File: src/logic/shc_defines.svh
// constants for the spindle and head control sequencer
`ifndef SHC_DEFINES_SVH
`define SHC_DEFINES_SVH

// --------------------------------------------------------------
// clock rates in hertz and divider accumulator width
// --------------------------------------------------------------
`define SHC_F_CLK_HZ      40000000
`define SHC_F_CPU_HZ      9216000
`define SHC_F_MIX_HI_HZ   1152000
`define SHC_F_MIX_LO_HZ   576000
`define SHC_F_CHK_HZ      92100
`define SHC_F_SPIN_HZ     360
`define SHC_ACC_W         32

// --------------------------------------------------------------
// spindle speed figures
// --------------------------------------------------------------
`define SHC_RPM_NOM       3600
`define SHC_TOL_PCT       1
`define SHC_CNT_W         12
`define SHC_ERR_W         6

`endif

File: src/logic/shc_pkg.sv
// types for the spindle and head control sequencer
package shc_pkg;

	// ----------------------------------------------------------
	// speed checker states
	// ----------------------------------------------------------
	typedef enum logic [1:0] {
		SHC_CHK_IDLE  = 2'b00,
		SHC_CHK_FIRST = 2'b01,
		SHC_CHK_RUN   = 2'b10
	} shc_chk_state_t;

endpackage : shc_pkg

File: src/logic/shc_sequencer.sv
// spindle, clock and head control logic of the drive assembly
`timescale 1ns/10ps
`include "shc_defines.svh"

// Operation
// divide reference into cpu, two mixer, checker and spindle rates
// phase compare 360 Hz reference with hall edges to hold speed
// lookup table maps three hall inputs to one driven phase
// after reset controller releases halt, leaves regulation off
// controller engages regulation once marker interval within one percent
// halt goes to speed control and brake relay driver
// controller releases actuator lock only after speed reached
// count checker ticks per revolution, flag speed reached and pending
// controller shuts down when measured speed leaves range
// fourth hall makes one marker per turn, sent out active low
// a preamplifier is enabled only by its active low enable
// two bit head code picks one of four heads per chip
// direction high selects write, low selects read
// missing head swings in write mode raise a write fault
// write current during read mode also raises a write fault
// four heads per chip, one or two chips fitted
// status logic forms write gate, seek complete, fault, ready
// status built from reset, fault, gate, select, stop, seek, speed
// interval compared against fixed one percent thresholds
module shc_sequencer #(
	parameter int NUM_CHIPS = 2
) (
	input  wire logic                 clk,
	input  wire logic                 rstn,
	input  wire logic [2:0]           hall,
	input  wire logic                 hall_index,
	input  wire logic                 regulation_engage,
	input  wire logic                 stop_motor,
	input  wire logic                 lock_pick,
	input  wire logic [2:0]           head_sel,
	input  wire logic                 drive_sel,
	input  wire logic                 write_gate,
	input  wire logic                 seek_done,
	input  wire logic [NUM_CHIPS-1:0] head_fault_current,
	output logic                      cpu_clk_en,
	output logic                      mix_hi_en,
	output logic                      mix_lo_en,
	output logic                      chk_ref_en,
	output logic                      spin_ref_en,
	output logic [2:0]                phase_drive,
	output logic                      drive_boost,
	output logic                      brake_on,
	output logic                      lock_drive,
	output logic                      speed_reached,
	output logic                      count_pending,
	output logic                      rev_marker_out_n,
	output logic [NUM_CHIPS-1:0]      chip_en_n,
	output logic                      head_pick_bit0,
	output logic                      head_pick_bit1,
	output logic                      rw_direction,
	output logic                      write_gate_out,
	output logic                      seek_complete_out,
	output logic                      write_fault_out,
	output logic                      ready_out
);
	import shc_pkg::*;

	// ----------------------------------------------------------
	// derived constants
	// ----------------------------------------------------------
	localparam logic [63:0] ACC_ONE = 64'h1 << `SHC_ACC_W;
	localparam logic [`SHC_ACC_W-1:0] INC_CPU =
		`SHC_ACC_W'(ACC_ONE * `SHC_F_CPU_HZ / `SHC_F_CLK_HZ);
	localparam logic [`SHC_ACC_W-1:0] INC_HI =
		`SHC_ACC_W'(ACC_ONE * `SHC_F_MIX_HI_HZ / `SHC_F_CLK_HZ);
	localparam logic [`SHC_ACC_W-1:0] INC_LO =
		`SHC_ACC_W'(ACC_ONE * `SHC_F_MIX_LO_HZ / `SHC_F_CLK_HZ);
	localparam logic [`SHC_ACC_W-1:0] INC_CHK =
		`SHC_ACC_W'(ACC_ONE * `SHC_F_CHK_HZ / `SHC_F_CLK_HZ);
	localparam logic [`SHC_ACC_W-1:0] INC_SPIN =
		`SHC_ACC_W'(ACC_ONE * `SHC_F_SPIN_HZ / `SHC_F_CLK_HZ);
	localparam int REV_NOM = `SHC_F_CHK_HZ * 60 / `SHC_RPM_NOM;
	localparam logic [`SHC_CNT_W-1:0] REV_LO =
		`SHC_CNT_W'(REV_NOM * (100 - `SHC_TOL_PCT) / 100);
	localparam logic [`SHC_CNT_W-1:0] REV_HI =
		`SHC_CNT_W'(REV_NOM * (100 + `SHC_TOL_PCT) / 100);
	localparam logic [`SHC_CNT_W-1:0] CNT_MAX = '1;
	localparam int HSEL_W = (NUM_CHIPS > 1) ? 3 : 2;
	// a one-bit signed literal would sign-extend to minus one
	localparam logic signed [`SHC_ERR_W-1:0] ERR_ONE = `SHC_ERR_W'(1);

	// ----------------------------------------------------------
	// helpers
	// ----------------------------------------------------------
	// phase accumulator step: carry out is the enable pulse
	function automatic logic [`SHC_ACC_W:0] nco_step(
		input logic [`SHC_ACC_W-1:0] acc,
		input logic [`SHC_ACC_W-1:0] inc
	);
		nco_step = {1'b0, acc} + {1'b0, inc};
	endfunction : nco_step

	// one phase per valid hall pattern; 000 and 111 are sensor faults
	function automatic logic [2:0] commutate(input logic [2:0] h);
		case (h)
			3'h1:    commutate = 3'h1;
			3'h3:    commutate = 3'h2;
			3'h2:    commutate = 3'h2;
			3'h6:    commutate = 3'h4;
			3'h4:    commutate = 3'h4;
			3'h5:    commutate = 3'h1;
			default: commutate = 3'h0;
		endcase
	endfunction : commutate

	// ----------------------------------------------------------
	// clock generator
	// ----------------------------------------------------------
	// fractional dividers: rates are exact on average, jitter one cycle
	logic [`SHC_ACC_W-1:0] acc_cpu, acc_hi, acc_lo, acc_chk, acc_spin;
	logic [`SHC_ACC_W:0]   nx_cpu, nx_hi, nx_lo, nx_chk, nx_spin;

	assign nx_cpu  = nco_step(acc_cpu, INC_CPU);
	assign nx_hi   = nco_step(acc_hi, INC_HI);
	assign nx_lo   = nco_step(acc_lo, INC_LO);
	assign nx_chk  = nco_step(acc_chk, INC_CHK);
	assign nx_spin = nco_step(acc_spin, INC_SPIN);

	always_ff @(posedge clk or negedge rstn) begin
		if (!rstn) begin
			{acc_cpu, acc_hi, acc_lo, acc_chk, acc_spin} <= '0;
			{cpu_clk_en, mix_hi_en, mix_lo_en} <= 3'h0;
			{chk_ref_en, spin_ref_en} <= 2'h0;
		end else begin
			acc_cpu     <= nx_cpu[`SHC_ACC_W-1:0];
			acc_hi      <= nx_hi[`SHC_ACC_W-1:0];
			acc_lo      <= nx_lo[`SHC_ACC_W-1:0];
			acc_chk     <= nx_chk[`SHC_ACC_W-1:0];
			acc_spin    <= nx_spin[`SHC_ACC_W-1:0];
			cpu_clk_en  <= nx_cpu[`SHC_ACC_W];
			mix_hi_en   <= nx_hi[`SHC_ACC_W];
			mix_lo_en   <= nx_lo[`SHC_ACC_W];
			chk_ref_en  <= nx_chk[`SHC_ACC_W];
			spin_ref_en <= nx_spin[`SHC_ACC_W];
		end
	end

	// ----------------------------------------------------------
	// spindle commutation and regulation
	// ----------------------------------------------------------
	logic [2:0]                  hall_q;
	logic                        hall_edge;
	logic signed [`SHC_ERR_W-1:0] phase_err;
	logic signed [`SHC_ERR_W-1:0] next_phase_err;

	assign hall_edge = |(hall ^ hall_q);

	// reference tick counts up, hall edge counts down; saturates
	always_comb begin
		next_phase_err = phase_err;
		if (spin_ref_en && !hall_edge &&
		    phase_err != {1'b0, {(`SHC_ERR_W-1){1'b1}}})
			next_phase_err = phase_err + ERR_ONE;
		else if (hall_edge && !spin_ref_en &&
		         phase_err != {1'b1, {(`SHC_ERR_W-1){1'b0}}})
			next_phase_err = phase_err - ERR_ONE;
	end

	always_ff @(posedge clk or negedge rstn) begin
		if (!rstn) begin
			hall_q      <= 3'h0;
			phase_err   <= '0;
			phase_drive <= 3'h0;
			drive_boost <= 1'b0;
			brake_on    <= 1'b1;
		end else begin
			hall_q      <= hall;
			// free acceleration until the loop is engaged
			phase_err   <= regulation_engage ? next_phase_err : '0;
			phase_drive <= stop_motor ? 3'h0 : commutate(hall);
			drive_boost <= !stop_motor &&
			               (!regulation_engage || phase_err > 0);
			brake_on    <= stop_motor;
		end
	end

	// ----------------------------------------------------------
	// revolution marker and speed checker
	// ----------------------------------------------------------
	logic                  index_q;
	logic                  rev_edge;
	logic [`SHC_CNT_W-1:0] rev_cnt;
	shc_chk_state_t        chk_state;

	assign rev_edge = hall_index && !index_q;

	always_ff @(posedge clk or negedge rstn) begin
		if (!rstn) begin
			index_q          <= 1'b0;
			rev_marker_out_n <= 1'b1;
		end else begin
			index_q          <= hall_index;
			rev_marker_out_n <= !hall_index;
		end
	end

	always_ff @(posedge clk or negedge rstn) begin
		if (!rstn) begin
			chk_state     <= SHC_CHK_IDLE;
			rev_cnt       <= '0;
			speed_reached <= 1'b0;
			count_pending <= 1'b1;
		end else begin
			case (chk_state)
				SHC_CHK_IDLE: begin
					if (rev_edge) begin
						chk_state <= SHC_CHK_FIRST;
						rev_cnt   <= '0;
					end
				end
				SHC_CHK_FIRST, SHC_CHK_RUN: begin
					if (rev_edge) begin
						chk_state     <= SHC_CHK_RUN;
						rev_cnt       <= '0;
						count_pending <= 1'b0;
						speed_reached <= rev_cnt >= REV_LO &&
						                 rev_cnt <= REV_HI;
					end else if (chk_ref_en) begin
						if (rev_cnt != CNT_MAX)
							rev_cnt <= rev_cnt + 1'b1;
						// a stalled spindle never gives another marker
						if (rev_cnt >= REV_HI)
							speed_reached <= 1'b0;
					end
				end
				default: chk_state <= SHC_CHK_IDLE;
			endcase
		end
	end

	// ----------------------------------------------------------
	// head select, fault detector and status logic
	// ----------------------------------------------------------
	logic [HSEL_W-1:0] head_num;
	logic              unsafe_sel;

	assign head_num   = head_sel[HSEL_W-1:0];
	assign unsafe_sel = (NUM_CHIPS > 1) ?
		head_fault_current[head_num[HSEL_W-1]] : head_fault_current[0];

	always_ff @(posedge clk or negedge rstn) begin
		if (!rstn) begin
			chip_en_n      <= '1;
			head_pick_bit0 <= 1'b0;
			head_pick_bit1 <= 1'b0;
			rw_direction   <= 1'b0;
		end else begin
			for (int i = 0; i < NUM_CHIPS; i++)
				chip_en_n[i] <= !(drive_sel &&
				    (NUM_CHIPS == 1 || head_num[HSEL_W-1] == i[0]));
			head_pick_bit0 <= head_sel[0];
			head_pick_bit1 <= head_sel[1];
			rw_direction   <= drive_sel && write_gate;
		end
	end

	// unsafe current in either mode is a fault; held until deselect
	always_ff @(posedge clk or negedge rstn) begin
		if (!rstn) begin
			write_fault_out   <= 1'b0;
			write_gate_out    <= 1'b0;
			seek_complete_out <= 1'b0;
			ready_out         <= 1'b0;
			lock_drive        <= 1'b0;
		end else begin
			if (drive_sel && unsafe_sel)
				write_fault_out <= 1'b1;
			else if (!drive_sel)
				write_fault_out <= 1'b0;
			write_gate_out    <= drive_sel && write_gate &&
			                     ready_out && !write_fault_out;
			seek_complete_out <= drive_sel && seek_done;
			ready_out         <= drive_sel && speed_reached &&
			                     !stop_motor && !write_fault_out;
			lock_drive        <= lock_pick;
		end
	end
endmodule : shc_sequencer

File: config.mk
export PLATFORM = sky130hd
export DESIGN_NAME = shc_sequencer
export DESIGN_NICKNAME = d
export VERILOG_FILES = /design/src/logic/shc_pkg.sv /design/src/logic/shc_sequencer.sv
export VERILOG_INCLUDE_DIRS = /design/src /design/src/logic
export SDC_FILE = /design/constraint.sdc
export NUM_CORES = 1
export LEC_CHECK = 0
export BUFFER_PORTS_ARGS = -buffer_cell sky130_fd_sc_hd__buf_2
export CORE_UTILIZATION = 40
export CTS_CLUSTER_SIZE = 14
export DETAILED_ROUTE_END_ITERATION = 7
export MAX_ROUTING_LAYER = met4
export PLACE_DENSITY = 0.52
export SLEW_MARGIN = 10
export SYNTH_ARGS = -nofsm -noshare
export SYNTH_HDL_FRONTEND = slang
export SYNTH_SLANG_ARGS = --single-unit
File: constraint.sdc
create_clock -name clk -period 3.3 [get_ports clk]
set_input_delay 0.165 -clock clk [delete_from_list [all_inputs] [get_ports clk]]
set_output_delay 0.165 -clock clk [all_outputs]
set_load 0.01 [all_outputs]
# Word level (Yosys, flattened, before mapping)
# Index checks and enable logic that the tools add are counted.
dict set report totals {
  ff_bits 207
  in_bits 17
  output_inout_bits 23
  wordCells 122
}
dict set report op_classes {
  add_sub_neg 8
  order_cmp 5
  n_eq_ne 17
  mux 20
  bitwise 2
  reduce_logical 40
}
# op n
set op_table {}
lappend op_table {{12-bit two-way mux} 4}
lappend op_table {{32-bit by 16-bit adder with 33-bit output (second input constant)} 1}
lappend op_table {{32-bit by 24-bit adder with 33-bit output (second input constant)} 1}
lappend op_table {{32-bit by 26-bit adder with 33-bit output (second input constant)} 1}
lappend op_table {{32-bit by 27-bit adder with 33-bit output (second input constant)} 1}
lappend op_table {{32-bit by 30-bit adder with 33-bit output (second input constant)} 1}
lappend op_table {{12-bit by 11-bit greater-or-equal comparator with 1-bit output (second input constant)} 2}
lappend op_table {{12-bit case mux with 2 select lines} 1}
lappend op_table {{6-bit two-way mux} 3}
lappend op_table {{1-bit logical AND} 17}
lappend op_table {{12-bit by 1-bit adder with 12-bit output (second input constant)} 1}
lappend op_table {{12-bit by 11-bit less-or-equal comparator with 1-bit output (second input constant)} 1}
lappend op_table {{12-bit inequality test (second input constant)} 1}
lappend op_table {{3-bit == test (second input constant)} 3}
lappend op_table {{1-bit zero test} 9}
lappend op_table {{3-bit case mux with 3 select lines} 1}
lappend op_table {{2-bit OR reduction} 4}
lappend op_table {{1-bit two-way mux} 7}
lappend op_table {{6-bit by 2-bit adder with 6-bit output (second input constant)} 1}
lappend op_table {{3-bit by 2-bit == test with 1-bit output (second input constant)} 2}
lappend op_table {{6-bit by 1-bit greater-than comparator with 1-bit output (second input constant)} 1}
lappend op_table {{3-bit inequality test (second input constant)} 2}
lappend op_table {{6-bit by 5-bit inequality test with 1-bit output (second input constant)} 1}
lappend op_table {{6-bit inequality test (second input constant)} 1}
lappend op_table {{other kinds (20)} 25}

# Depth between registers and ports, before layout
# Gate-level depths: netlist of the first run.
dict set report logic_depth {
  word_depth 7
  mapped_depth 10
  mapped_depth_nobuf 10
}

# Least setup slack after synthesis of the first run
# Ideal clock, no wire load.
dict set report synth_timing {
  path_type {register to register}
  start {register hall_q[1]}
  end {register phase_err[5]}
  setup_time_ns 0.087
  arrival_time_ns 2.450
  required_time_ns 3.213
  setup_slack_ns 0.763
  stages_incl_launch_ff 11
  path_buffers 0
  synth_period_minus_slack_ns 2.537
  path_cell_list {dfrtp_1 > xor2_1 > or3_1 > nor2_1 > inv_1 > ha_1 > a211oi_1 > o21bai_1 > a21oi_1 > mux2_2 > o211ai_1}
}
dict set report synth_between {
  elab_chain_cells 7
  elab_cells_between_ends 10
  cone_classes {1 x eq/ne; 2 x mux; 1 x bitwise; 6 x reduce/logical}
}
# item line
set synth_rtl {}
lappend synth_rtl {{start, declared} shc_sequencer.sv:146} ;# logic [2:0] hall_q;
lappend synth_rtl {{start signal, assigned} shc_sequencer.sv:172} ;# hall_q <= hall;
lappend synth_rtl {{3-bit XOR *} shc_sequencer.sv:151} ;# assign hall_edge = |(hall ^ hall_q);
lappend synth_rtl {{3-bit OR reduction *} shc_sequencer.sv:151}
lappend synth_rtl {{1-bit zero test} shc_sequencer.sv:156} ;# if (spin_ref_en && !hall_edge &&
lappend synth_rtl {{1-bit logical AND (2 in series)} shc_sequencer.sv:156}
lappend synth_rtl {{6-bit two-way mux} shc_sequencer.sv:156}
lappend synth_rtl {{6-bit two-way mux} shc_sequencer.sv:174} ;# phase_err <= regulation_engage ? next_phase_err : '0;
lappend synth_rtl {{end signal, assigned} shc_sequencer.sv:174}
lappend synth_rtl {{end, declared} shc_sequencer.sv:148} ;# logic signed [`SHC_ERR_W-1:0] phase_err;
# Mark *: on every way between the ends. The rest lies on a longest branch, timed or not.
# A chain may end at the register's enable or synchronous reset.

# Worst setup path in the final report of the first run
dict set report layout_timing {
  start {input port hall[1]}
  end {register phase_err[5]}
}
dict set report layout_between {
  elab_chain_cells 7
  elab_cells_between_ends 10
  cone_classes {1 x eq/ne; 2 x mux; 1 x bitwise; 6 x reduce/logical}
}
# item line
set layout_rtl {}
lappend layout_rtl {{start, declared} shc_sequencer.sv:30} ;# input wire logic [2:0] hall,
lappend layout_rtl {{3-bit XOR *} shc_sequencer.sv:151}
lappend layout_rtl {{3-bit OR reduction *} shc_sequencer.sv:151}
lappend layout_rtl {{1-bit zero test} shc_sequencer.sv:156}
lappend layout_rtl {{1-bit logical AND (2 in series)} shc_sequencer.sv:156}
lappend layout_rtl {{6-bit two-way mux} shc_sequencer.sv:156}
lappend layout_rtl {{6-bit two-way mux} shc_sequencer.sv:174}
# Marks and branches as above.

==> results of run 1 <==
[cell type report]
class                           instances  area [µm²]  share of cell area (%)
Sequential cell                       200        5010                    47.9
Multi-Input combinational cell        591        3990                    38.2
Clock buffer                           19         443                    4.24
Timing Repair Buffer                   57         399                    3.82
Tap cell                              285         357                    3.41
Inverter                               39         146                    1.40
Clock inverter                         13         110                    1.05
[worst min path at each step]
stage,to,slack [ns]
3_3_place_gp,acc_lo[5]$_DFF_PN0_,0.26
4_1_cts,drive_boost$_DFF_PN0_,0.04
2_1_floorplan,acc_chk[10]$_DFF_PN0_,-0.13
5_1_grt,drive_boost$_DFF_PN0_,0.07
6_report,drive_boost$_DFF_PN0_,0.06
3_5_place_dp,acc_lo[7]$_DFF_PN0_,0.26
[metal layers]
layer / track usage, % / up-vias / wire [µm]
li1: - / 3098 / -
met2: 22.9 / 31 / 7120
met1: 20.1 / 2919 / 8230
met5: - / - / 0
met4: 4.29 / 0 / 147
met3: 3.58 / 11 / 337
[through the flow]
stage / hold WS [ns] / util [%] / worst slack, ns / cells
after floorplan: -0.131 / - / 0.763 / 845
after global routing: 0.0675 / 46.3 / 0.324 / 1204
after detailed placement: 0.262 / 43.3 / 0.587 / 1158
after CTS: 0.0417 / 46.3 / 0.500 / 1204
final: 0.0635 / 46.3 / 0.501 / 1204
after global placement: 0.258 / 43.3 / 0.584 / 1158
[cell families (layout without fill, tap and decap cells)]
group / after synthesis / count (layout) / share of synthesized area [%]
AOI/OAI and AO/OA: 170 / 170 / 12.9
DFF: 200 / 200 / 54.4
muxes: 2 / 2 / 0.245
xor gates and xnor gates: 140 / 140 / 13.3
adders and majority gates: 14 / 14 / 1.98
buffers and inverters: 54 / 128 / 2.22
and+or+nand+nor: 265 / 265 / 14.9
[synthesized netlist by cell type, types with 3 or more instances]
| cell type | n |
|---|---|
| a31o_2 | 6 |
| o211ai_1 | 11 |
| o41ai_1 | 3 |
| nor2_1 | 61 |
| nor3_1 | 24 |
| clkbuf_1 | 14 |
| or3_1 | 11 |
| o2111ai_1 | 6 |
| nand2b_1 | 8 |
| a2111oi_0 | 3 |
| and3_1 | 12 |
| inv_1 | 39 |
| or2_2 | 9 |
| a211o_1 | 4 |
| o21ai_0 | 38 |
| nor3b_1 | 5 |
| nand2_1 | 50 |
| dfstp_2 | 5 |
| a311oi_1 | 3 |
| and4_1 | 6 |
| nand3_1 | 31 |
| a21o_1 | 8 |
| xor2_1 | 80 |
| a31oi_1 | 3 |
| o31ai_1 | 12 |
| and2_1 | 8 |
| or4_1 | 6 |
| o21a_1 | 3 |
| o21bai_1 | 5 |
| xnor2_1 | 60 |
| a21oi_1 | 39 |
| nor2b_1 | 3 |
| dfrtp_1 | 195 |
| ha_1 | 13 |
| nor4_1 | 8 |
| nand4_1 | 11 |
[where the power goes]
part | internal (mW) | switching [mW]
registers | 2.52 | 0.0558
logic | 0.218 | 0.288
clock network | 1.01 | 0.967
total | 3.74 | 1.31
[registers in the layout, summed over array words and instances, names as in the netlist, 2 cells and up]
register / count
acc_chk: 31
acc_lo: 32
chk_state: 2
rev_cnt: 12
hall_q: 3
acc_cpu: 28
acc_hi: 31
phase_err: 6
phase_drive: 3
acc_spin: 31
chip_en_n: 2
==> qor.yml, run 1 <==
cts:
  post_cts_buffers: 0
  hold_buffers: 14
  clk_path_buf_depth: 2
  cts_root_buf: "clkbuf_16"
  htreeDepth: 4
  cts_buffers: 17
  clk_pin_slew_worst_paths_ns: 0.08
  clock-sinks: 200
  clk_latency_ns: 0.43
  cts-resized-gates: 0
  cts_tree: "done"
worst_setup_path:
  crit_buf_inv: 3
  r2r-start: "hall_q[1]$_DFF_PN0_"
  path_class: "in -> reg"
  r2r_setup_slack_ns: 0.56
  cp-start-kind: "primary input"
  worstPathRequired_ns: 3.66
  cp_max_fo: 4
  crit_start: "hall[1]"
  path_depth: 12
  slowest_delay_ns: 0.53
  cp-end-kind: "flip-flop"
  rr_worst_depth: 10
  cp_cell_sequence: "dlygate4sd3_1, buf_2, xor2_1, or3_1, nor2_1, inv_1, ha_1, a211oi_1, o21bai_1, a21oi_1, mux2_2, o211ai_1"
  crit_end: "phase_err[5]$_DFFE_PN0P_"
  cpMaxStageDelayCell: "dlygate4sd3_1"
  cpLargestDelayFamily: "buffers and inverters"
  r2r-end: "phase_err[5]$_DFFE_PN0P_"
  critPathArrivalTime_ns: 3.16
sta:
  period_share_pct: 84.8
  fin_setup_tns_ns: 0
  hold_violations: 0
  rsz0062_at_grt: "no"
  max_freq_mhz: 357
  max_slew.worst_pin.slew_ns: 0.878
  slew-limit-headroom_pct: 41.5
  setup_viol: 0
  period_minus_slack_ns: 2.80
  slew_viol_final: 0
  finalClockSkew_ns: 0.0108
layout:
  finalInstanceArea_um2: 10500
  antennaDiodeCount: 0
  area_growth_pct: 13.6
  layout-drive-gt1-share_pct: 11.8
  layout_common_cells: "195 x dfrtp_1, 80 x xor2_1, 61 x nor2_1"
  finalNetCount: 937
  fillers: 2143
  final_common_cell: "dfrtp_1"
floorplan:
  rows: 55
  ioPinCount: 40
  start_util_pct: 40.8
  core_um2: 22600
  die_h_um: 154
  design.die.area_um2: 23600
  fp.dieW_um: 154
hold_path:
  hold_path.startpoint: "regulation_engage"
  hold_depth: 2
  hold_path_class: "in -> reg"
grt:
  grt_max_degree: 84
  grt_pass1_vias: 6141
  track_usage_pct: 15.1
  grt_first_pass_wirelength_mm: 28.5
  gr-total-overflow: 0
  antenna_found_initial: 0
route:
  first_pass_iters: 5
  vias_per_cell: 5.03
  vias: 6059
  wl_mm: 15.8
  antenna_left: 0
  drtIter0Drc: 324
  drc: 0
  wl_per_cell_um: 13.1
synth:
  synthFlopType: "dfrtp_1"
  syn_inst: 845
  synth_top_cells_by_area: "dfrtp_1 53%, xor2_1 7.6%, xnor2_1 5.7%"
  yosysTopAreaCell: "dfrtp_1"
  ys_seq_area_share_pct: 54.4
  yosys.cell_types.count: 66
  syn-num-nets: 876
  synthArstFlopShare_pct: 100
  synth_enable_flop_cells: 0
  postSynthRegisterBits: 200
  yosysWarnings: 0
  synth.avg_cell_area_um2: 10.9
  syn_area_um2: 9210
  netlist.area_leader.share_pct: 53.0
place:
  dp_hpwl_mm: 10.5
  port_buffers: 39
  placed_area_um2: 9760
  place_congestion: 0.788
pwr:
  peakVddDrop_v: 0.000320
  p_total_mw: 5.05
  power.density_nw_per_um2: 483
  leakage_nw: 4.57
outcome:
  status: "complete, no violations"
run:
  cap_violations: 0
Power figures use the tool's default switching activity.
==> inputs of run 2 (changes only) <==
clock period = 2.6 ns   (was 3.3 ns; I/O delays follow)
==> run 2 against run 1 <==
Effect of this change:
- setup slack got worse by 0.35 ns
- non-clock buffer count rose by 14
- flip-flop and latch count stayed put
- clock skew rose by 0.0012 ns
- clock power up 38%
- utilization up 0.72 points
==> qor.yml, run 2 (same netlist as run 1, synthesis figures left out) <==
outcome:
  status: "complete, no violations"
pwr:
  comb_power_share_pct: 10.4  # +0.4 points
  leakage_nw: 4.67  # +2.2%
  swShare_pct: 25.4  # -0.57 points
  peakVddDrop_v: 0.000428  # +34%
  power.density_nw_per_um2: 628  # +30%
  pwr-share-clk_pct: 40.7  # +1.6 points
  seqPwrFrac_pct: 48.9  # -2.0 points
  cellInternalPower_mw: 4.98  # +33%
  p_switching_mw: 1.69  # +29%
sta:
  slew-limit-headroom_pct: 53.4  # +12 points
  hold_violations: 0  # unchanged
  layout_setup_ws_ns: 0.153  # -0.348 ns
  max_freq_mhz: 409
  max_slew.worst_pin.slew_ns: 0.696  # -0.181 ns
  slew_viol_final: 0  # unchanged
  setup_viol: 0  # unchanged
  finalClockSkew_ns: 0.0119  # +0.00116 ns
  period_minus_slack_ns: 2.45
  period_share_pct: 94.1
  rsz0062_at_grt: "no"
  fin_setup_tns_ns: 0  # unchanged
route:
  vias: 6221  # +2.7%
  drtIter0Drc: 323  # -0.31%
  wl_per_cell_um: 13.3  # +1.1%
  first_pass_iters: 4  # -1
  antenna_left: 0  # unchanged
  wl_mm: 16.2  # +2.2%
  drc: 0  # unchanged
  vias_per_cell: 5.11  # +1.5%
cts:
  clk_path_buf_depth: 2  # unchanged
  cts_root_buf: "clkbuf_16"
  htreeDepth: 4  # unchanged
  clock-sinks: 200  # unchanged
  cts_buffers: 17  # unchanged
  clk_pin_slew_worst_paths_ns: 0.07  # about the same
  cts_tree: "done"
  clk_latency_ns: 0.43  # about the same
layout:
  finalInstanceArea_um2: 10600  # +1.5%
  largest_reg_flops: 32  # unchanged
  fillers: 2096  # -2.2%
  largest-register: "acc_lo"
  layout_common_cells: "195 x dfrtp_1, 80 x xor2_1, 61 x nor2_1"
  area_growth_pct: 15.3
  final_cells: 1218  # +1.2%
  final_common_cell: "dfrtp_1"
  finalNetCount: 951  # +1.5%
  layout-drive-gt1-share_pct: 13.3  # +1.5 points
  antennaDiodeCount: 0  # unchanged
place:
  port_buffers: 39  # unchanged
  dp_slack_ns: 0.0408  # -0.547 ns
  dp.cells: 1170  # +1.0%
  placed_area_um2: 9850  # +0.92%
  place_congestion: 0.808  # +2.6%
  dp_hpwl_mm: 10.9  # +3.9%
grt:
  gr-total-overflow: 0  # unchanged
  grt_pass1_vias: 6197  # +0.91%
  grt_max_degree: 72  # -14%
  track_usage_pct: 15.2  # +0.17 points
  antenna_found_initial: 0  # unchanged
  grt_first_pass_wirelength_mm: 28.9  # +1.4%
hold_path:
  hold_path.startpoint: "head_fault_current[0]"
  hold_path_class: "in -> reg"
  hold_depth: 3  # +1
  whs_endpoint: "write_fault_out$_DFFE_PN0P_"
worst_setup_path:
  crit_buf_inv: 3  # unchanged
  path_class: "in -> reg"
  slowest_delay_ns: 0.53  # about the same
  r2r_setup_slack_ns: 0.17  # -0.39 ns
  cpLargestDelayFamily: "buffers and inverters"
  critPathArrivalTime_ns: 2.79  # -0.37 ns
  cp_cell_sequence: "dlygate4sd3_1, buf_2, xor2_1, or3_1, nor2_1, inv_1, ha_1, a211oi_2, o21bai_1, a21oi_2, mux2_2, o211ai_1"
  cp-end-kind: "flip-flop"
  cpMaxStageDelayCell: "dlygate4sd3_1"
  r2r-start: "hall_q[1]$_DFF_PN0_"
  cp_max_fo: 4  # unchanged
  cp-start-kind: "primary input"
  rr_worst_depth: 10  # unchanged
  path_depth: 12  # unchanged
  r2r-end: "phase_err[5]$_DFFE_PN0P_"
  worstPathRequired_ns: 2.95  # -0.71 ns
floorplan:
  ioPinCount: 40  # unchanged
  fp.dieW_um: 154  # unchanged
  rows: 55  # unchanged
  design.die.area_um2: 23600  # unchanged
  die_h_um: 154  # unchanged
  start_util_pct: 40.8  # unchanged
  core_um2: 22600  # unchanged
run:
  cap_violations: 0  # unchanged
[run 2: cell types whose count changed in the layout (fill, tap and decap cells not counted), moves of 2 or more]
cell        before  now
buf_4            2   15
clkinvlp_4       4    1
bufinv_16        0    2
inv_6            4    6
[run 2: per-layer routing]
layer  GRT usage (%)  wire (µm)  vias up
li1                -          -     3125
met1            19.8       8170     3037
met2            24.1       7480       49
met3            3.38        391       10
met4            3.81        144        0
met5               -          0        -
[run 2: what timing repair did]
action / CTS / global route
hold buffers: 15 / 0
setup endpoints to repair: 0 / 1
buffers inserted: 0 / 1
gates resized for setup: 0 / 3
hold endpoints to repair: 85 / 0
[run 2: power groups by stage]
stage                     registers [mW]  logic, mW  clock network [mW]
after floorplan                     3.32      0.435                   0
after global placement              3.32      0.643                   0
after detailed placement            3.32      0.648                   0
after CTS                           3.26      0.671                2.82
after global routing                3.27      0.795                2.92
final                               3.26      0.692                2.71
[run 2: final cells by class]
type / instances / area (µm²) / share of cell area (%)
clock buffers: 18 / 439 / 4.14
flip-flops and latches: 200 / 5010 / 47.2
clock inverters: 14 / 159 / 1.50
repair buffers: 71 / 507 / 4.77
inverters: 39 / 146 / 1.38
multi-input cells: 591 / 4000 / 37.7
well taps: 285 / 357 / 3.36
[run 2: worst register-to-register path: cells and delay by family, from the launching register on]
| kind | cells | cell delay, ns |
|---|---|---|
| fa+ha+maj | 1 | 0.31 |
| simple gates | 2 | 0.54 |
| mux | 1 | 0.35 |
| buf+inv | 1 | 0.11 |
| compound gates | 4 | 0.51 |
| xor+xnor | 1 | 0.15 |
| flops | 1 | 0.38 |
[run 2: metrics by stage]
step                      utilization [%]  power [mW]  hold slack, ns
final                                47.0        6.67          0.0397
after CTS                            47.0        6.75          0.0258
after floorplan                         -        3.75          -0.166
after global routing                 47.0        6.99          0.0376
after detailed placement             43.7        3.97           0.195
after global placement               43.7        3.96           0.192
[run 2: how the worst max path moves through the flow]
stage                                    from                        to  slack (ns)
after CTS                             hall[1]  phase_err[5]$_DFFE_PN0P_       0.003
after global routing                  hall[1]  phase_err[5]$_DFFE_PN0P_      0.0007
final                                 hall[1]  phase_err[5]$_DFFE_PN0P_        0.15
after global placement    hall_q[1]$_DFF_PN0_  phase_err[5]$_DFFE_PN0P_         0.1
after floorplan           hall_q[1]$_DFF_PN0_  phase_err[5]$_DFFE_PN0P_        0.06
after detailed placement  hall_q[1]$_DFF_PN0_  phase_err[5]$_DFFE_PN0P_        0.04
==> inputs of run 3 (changes only) <==
CTS_BUF_LIST = sky130_fd_sc_hd__clkbuf_8   (was not set)
HOLD_SLACK_MARGIN = 0.06   (was not set)
SETUP_SLACK_MARGIN = 0.4   (was not set)
==> run 3 against run 2 <==
Effect of this change:
- non-clock buffer count rose by 3
- global-route usage up 0.75 points
- fmax rose by 5.1%
- via count increased by 2.6%
- combinational power is 22% higher
- utilization is 0.24 points higher
- critical path type is now reg -> reg
- largest cell class unchanged
==> qor.yml, run 3 (same netlist as run 1, synthesis figures left out) <==
route:
  wl_mm: 17.3  # +7.0%
  antenna_left: 0  # unchanged
  drtIter0Drc: 309  # -4.3%
  drc: 0  # unchanged
  vias_per_cell: 5.23  # +2.3%
  first_pass_iters: 4  # unchanged
  wl_per_cell_um: 14.2  # +6.8%
  vias: 6380  # +2.6%
sta:
  setup_viol: 0  # unchanged
  max_slew.worst_pin.slew_ns: 0.693  # -0.00300 ns
  finalClockSkew_ns: 0.0196  # +0.00766 ns
  fin_setup_tns_ns: 0  # unchanged
  period_share_pct: 89.6  # -4.5 points
  rsz0062_at_grt: "yes"
  hold_violations: 0  # unchanged
  period_minus_slack_ns: 2.33  # -0.118 ns
  max_freq_mhz: 429  # +5.1%
  slew_viol_final: 0  # unchanged
  slew-limit-headroom_pct: 53.6  # +0.20 points
  layout_setup_ws_ns: 0.271  # +0.118 ns
cts:
  cts_root_buf: "clkbuf_8"
  clk_pin_slew_worst_paths_ns: 0.10  # +0.03 ns
  clk_path_buf_depth: 2  # unchanged
  htreeDepth: 4  # unchanged
  cts_tree: "done"
  clock-sinks: 200  # unchanged
  clk_latency_ns: 0.46  # +0.03 ns
  cts_buffers: 17  # unchanged
layout:
  area_growth_pct: 15.9
  finalInstanceArea_um2: 10700  # +0.52%
  layout_common_cells: "191 x dfrtp_1, 80 x xor2_1, 59 x xnor2_1, 59 x nor2_1, 50 x nand2_1"
  finalNetCount: 954  # +0.32%
  layout-drive-gt1-share_pct: 16.6  # +3.3 points
  final_common_cell: "dfrtp_1"
  antennaDiodeCount: 0  # unchanged
  fin_util_pct: 47.3  # +0.24 points
  largest-register: "acc_lo"
  largest_reg_flops: 32  # unchanged
worst_setup_path:
  cpMaxStageDelayCell: "or3_4"
  path_class: "reg -> reg"
  cp-end-kind: "flip-flop"
  critPathArrivalTime_ns: 2.71  # -0.08 ns
  cp-start-kind: "flip-flop"
  worstPathRequired_ns: 2.98  # +0.03 ns
  cp_max_fo: 4  # unchanged
  rr_worst_depth: 10  # unchanged
  cp_cell_sequence: "xor2_1, or3_4, nor2_4, inv_4, ha_4, a211oi_2, o21bai_1, a21oi_2, mux2_4, o211ai_1"
  slowest_delay_ns: 0.42  # -0.11 ns
run:
  cap_violations: 0  # unchanged
place:
  placed_area_um2: 9850  # about the same
  port_buffers: 39  # unchanged
  dp_slack_ns: 0.233  # +0.192 ns
  place_congestion: 0.825  # +2.1%
  dp_hpwl_mm: 11.6  # +6.6%
grt:
  grt_max_degree: 73  # +1.4%
  grt_pass1_vias: 6501  # +4.9%
  grt_first_pass_wirelength_mm: 30.3  # +4.7%
  gr-total-overflow: 0  # unchanged
  antenna_found_initial: 0  # unchanged
  track_usage_pct: 16.0  # +0.75 points
floorplan:
  design.die.area_um2: 23600  # unchanged
  rows: 55  # unchanged
  die_h_um: 154  # unchanged
  ioPinCount: 40  # unchanged
  core_um2: 22600  # unchanged
  start_util_pct: 40.8  # unchanged
  fp.dieW_um: 154  # unchanged
pwr:
  leakage_nw: 4.64  # -0.66%
  power.density_nw_per_um2: 588  # -6.5%
  peakVddDrop_v: 0.000380  # -11%
outcome:
  status: "complete, no violations"
hold_path:
  hold_path_class: "in -> async"
-- run 3: worst paths after layout --
path                            slack [ns]                  from                  endpoint
worst max-delay path                  0.27   hall_q[1]$_DFF_PN0_  phase_err[5]$_DFFE_PN0P_
worst min-delay path                  0.22                  rstn      acc_hi[24]$_DFF_PN0_
worst max register to register        0.27   hall_q[1]$_DFF_PN0_  phase_err[5]$_DFFE_PN0P_
worst min register to register        0.47  acc_lo[28]$_DFF_PN0_      acc_lo[28]$_DFF_PN0_
max in group asynchronous             1.56                  rstn    chip_en_n[1]$_DFF_PN1_
min in group clk                      0.32           head_sel[0]  head_pick_bit0$_DFF_PN0_
-- run 3: repair_timing --
item,CTS,global route
setup endpoints to repair,15,41
resized for setup,9,33
buffers inserted,2,8
endpoints found under the hold margin,92,0
hold buffers,17,0
pin swaps,4,11
-- run 3: metrics by stage --
step,hold WS [ns],instances,power [mW]
after floorplan,-0.166,845,3.81
after global placement,0.169,1162,4.01
after detailed placement,0.185,1162,4.03
after CTS,0.238,1213,6.27
after global routing,0.234,1221,6.59
final,0.218,1221,6.27
-- run 3: worst max-delay path: cells and delay by family, from the launching register on --
family,cells,cell delay [ns]
XOR/XNOR,1,0.15
AND/OR/NAND/NOR,2,0.56
adder cells (fa/ha/maj),1,0.22
AO/OA/AOI/OAI,4,0.55
multiplexers,1,0.31
flip-flops,1,0.38
buffers and inverters,1,0.08
-- run 3: layer usage --
metal  part of all wire [%]  GRT usage (%)  vias up
li1                       -              -     3127
met1                     48           20.1     3158
met2                     49           26.1       80
met3                    2.6           3.52       15
met4                   0.91           4.19        0
met5                      0              -        -
-- run 3: final cells by class --
cell class	count	area [µm²]
Sequential cell	200	5020
Fill cell	2093	11900
Timing Repair Buffer	74	529
Tap cell	285	357
Inverter	39	149
Clock buffer	18	248
Multi-Input combinational cell	591	4190
Clock inverter	14	183
-- run 3: power breakdown --
group,leakage (nW),internal (mW),total [mW],switching [mW]
Clock,0.223,1.07,2.16,1.09
Combinational,2.01,0.398,0.843,0.445
Sequential,2.40,3.20,3.27,0.0755
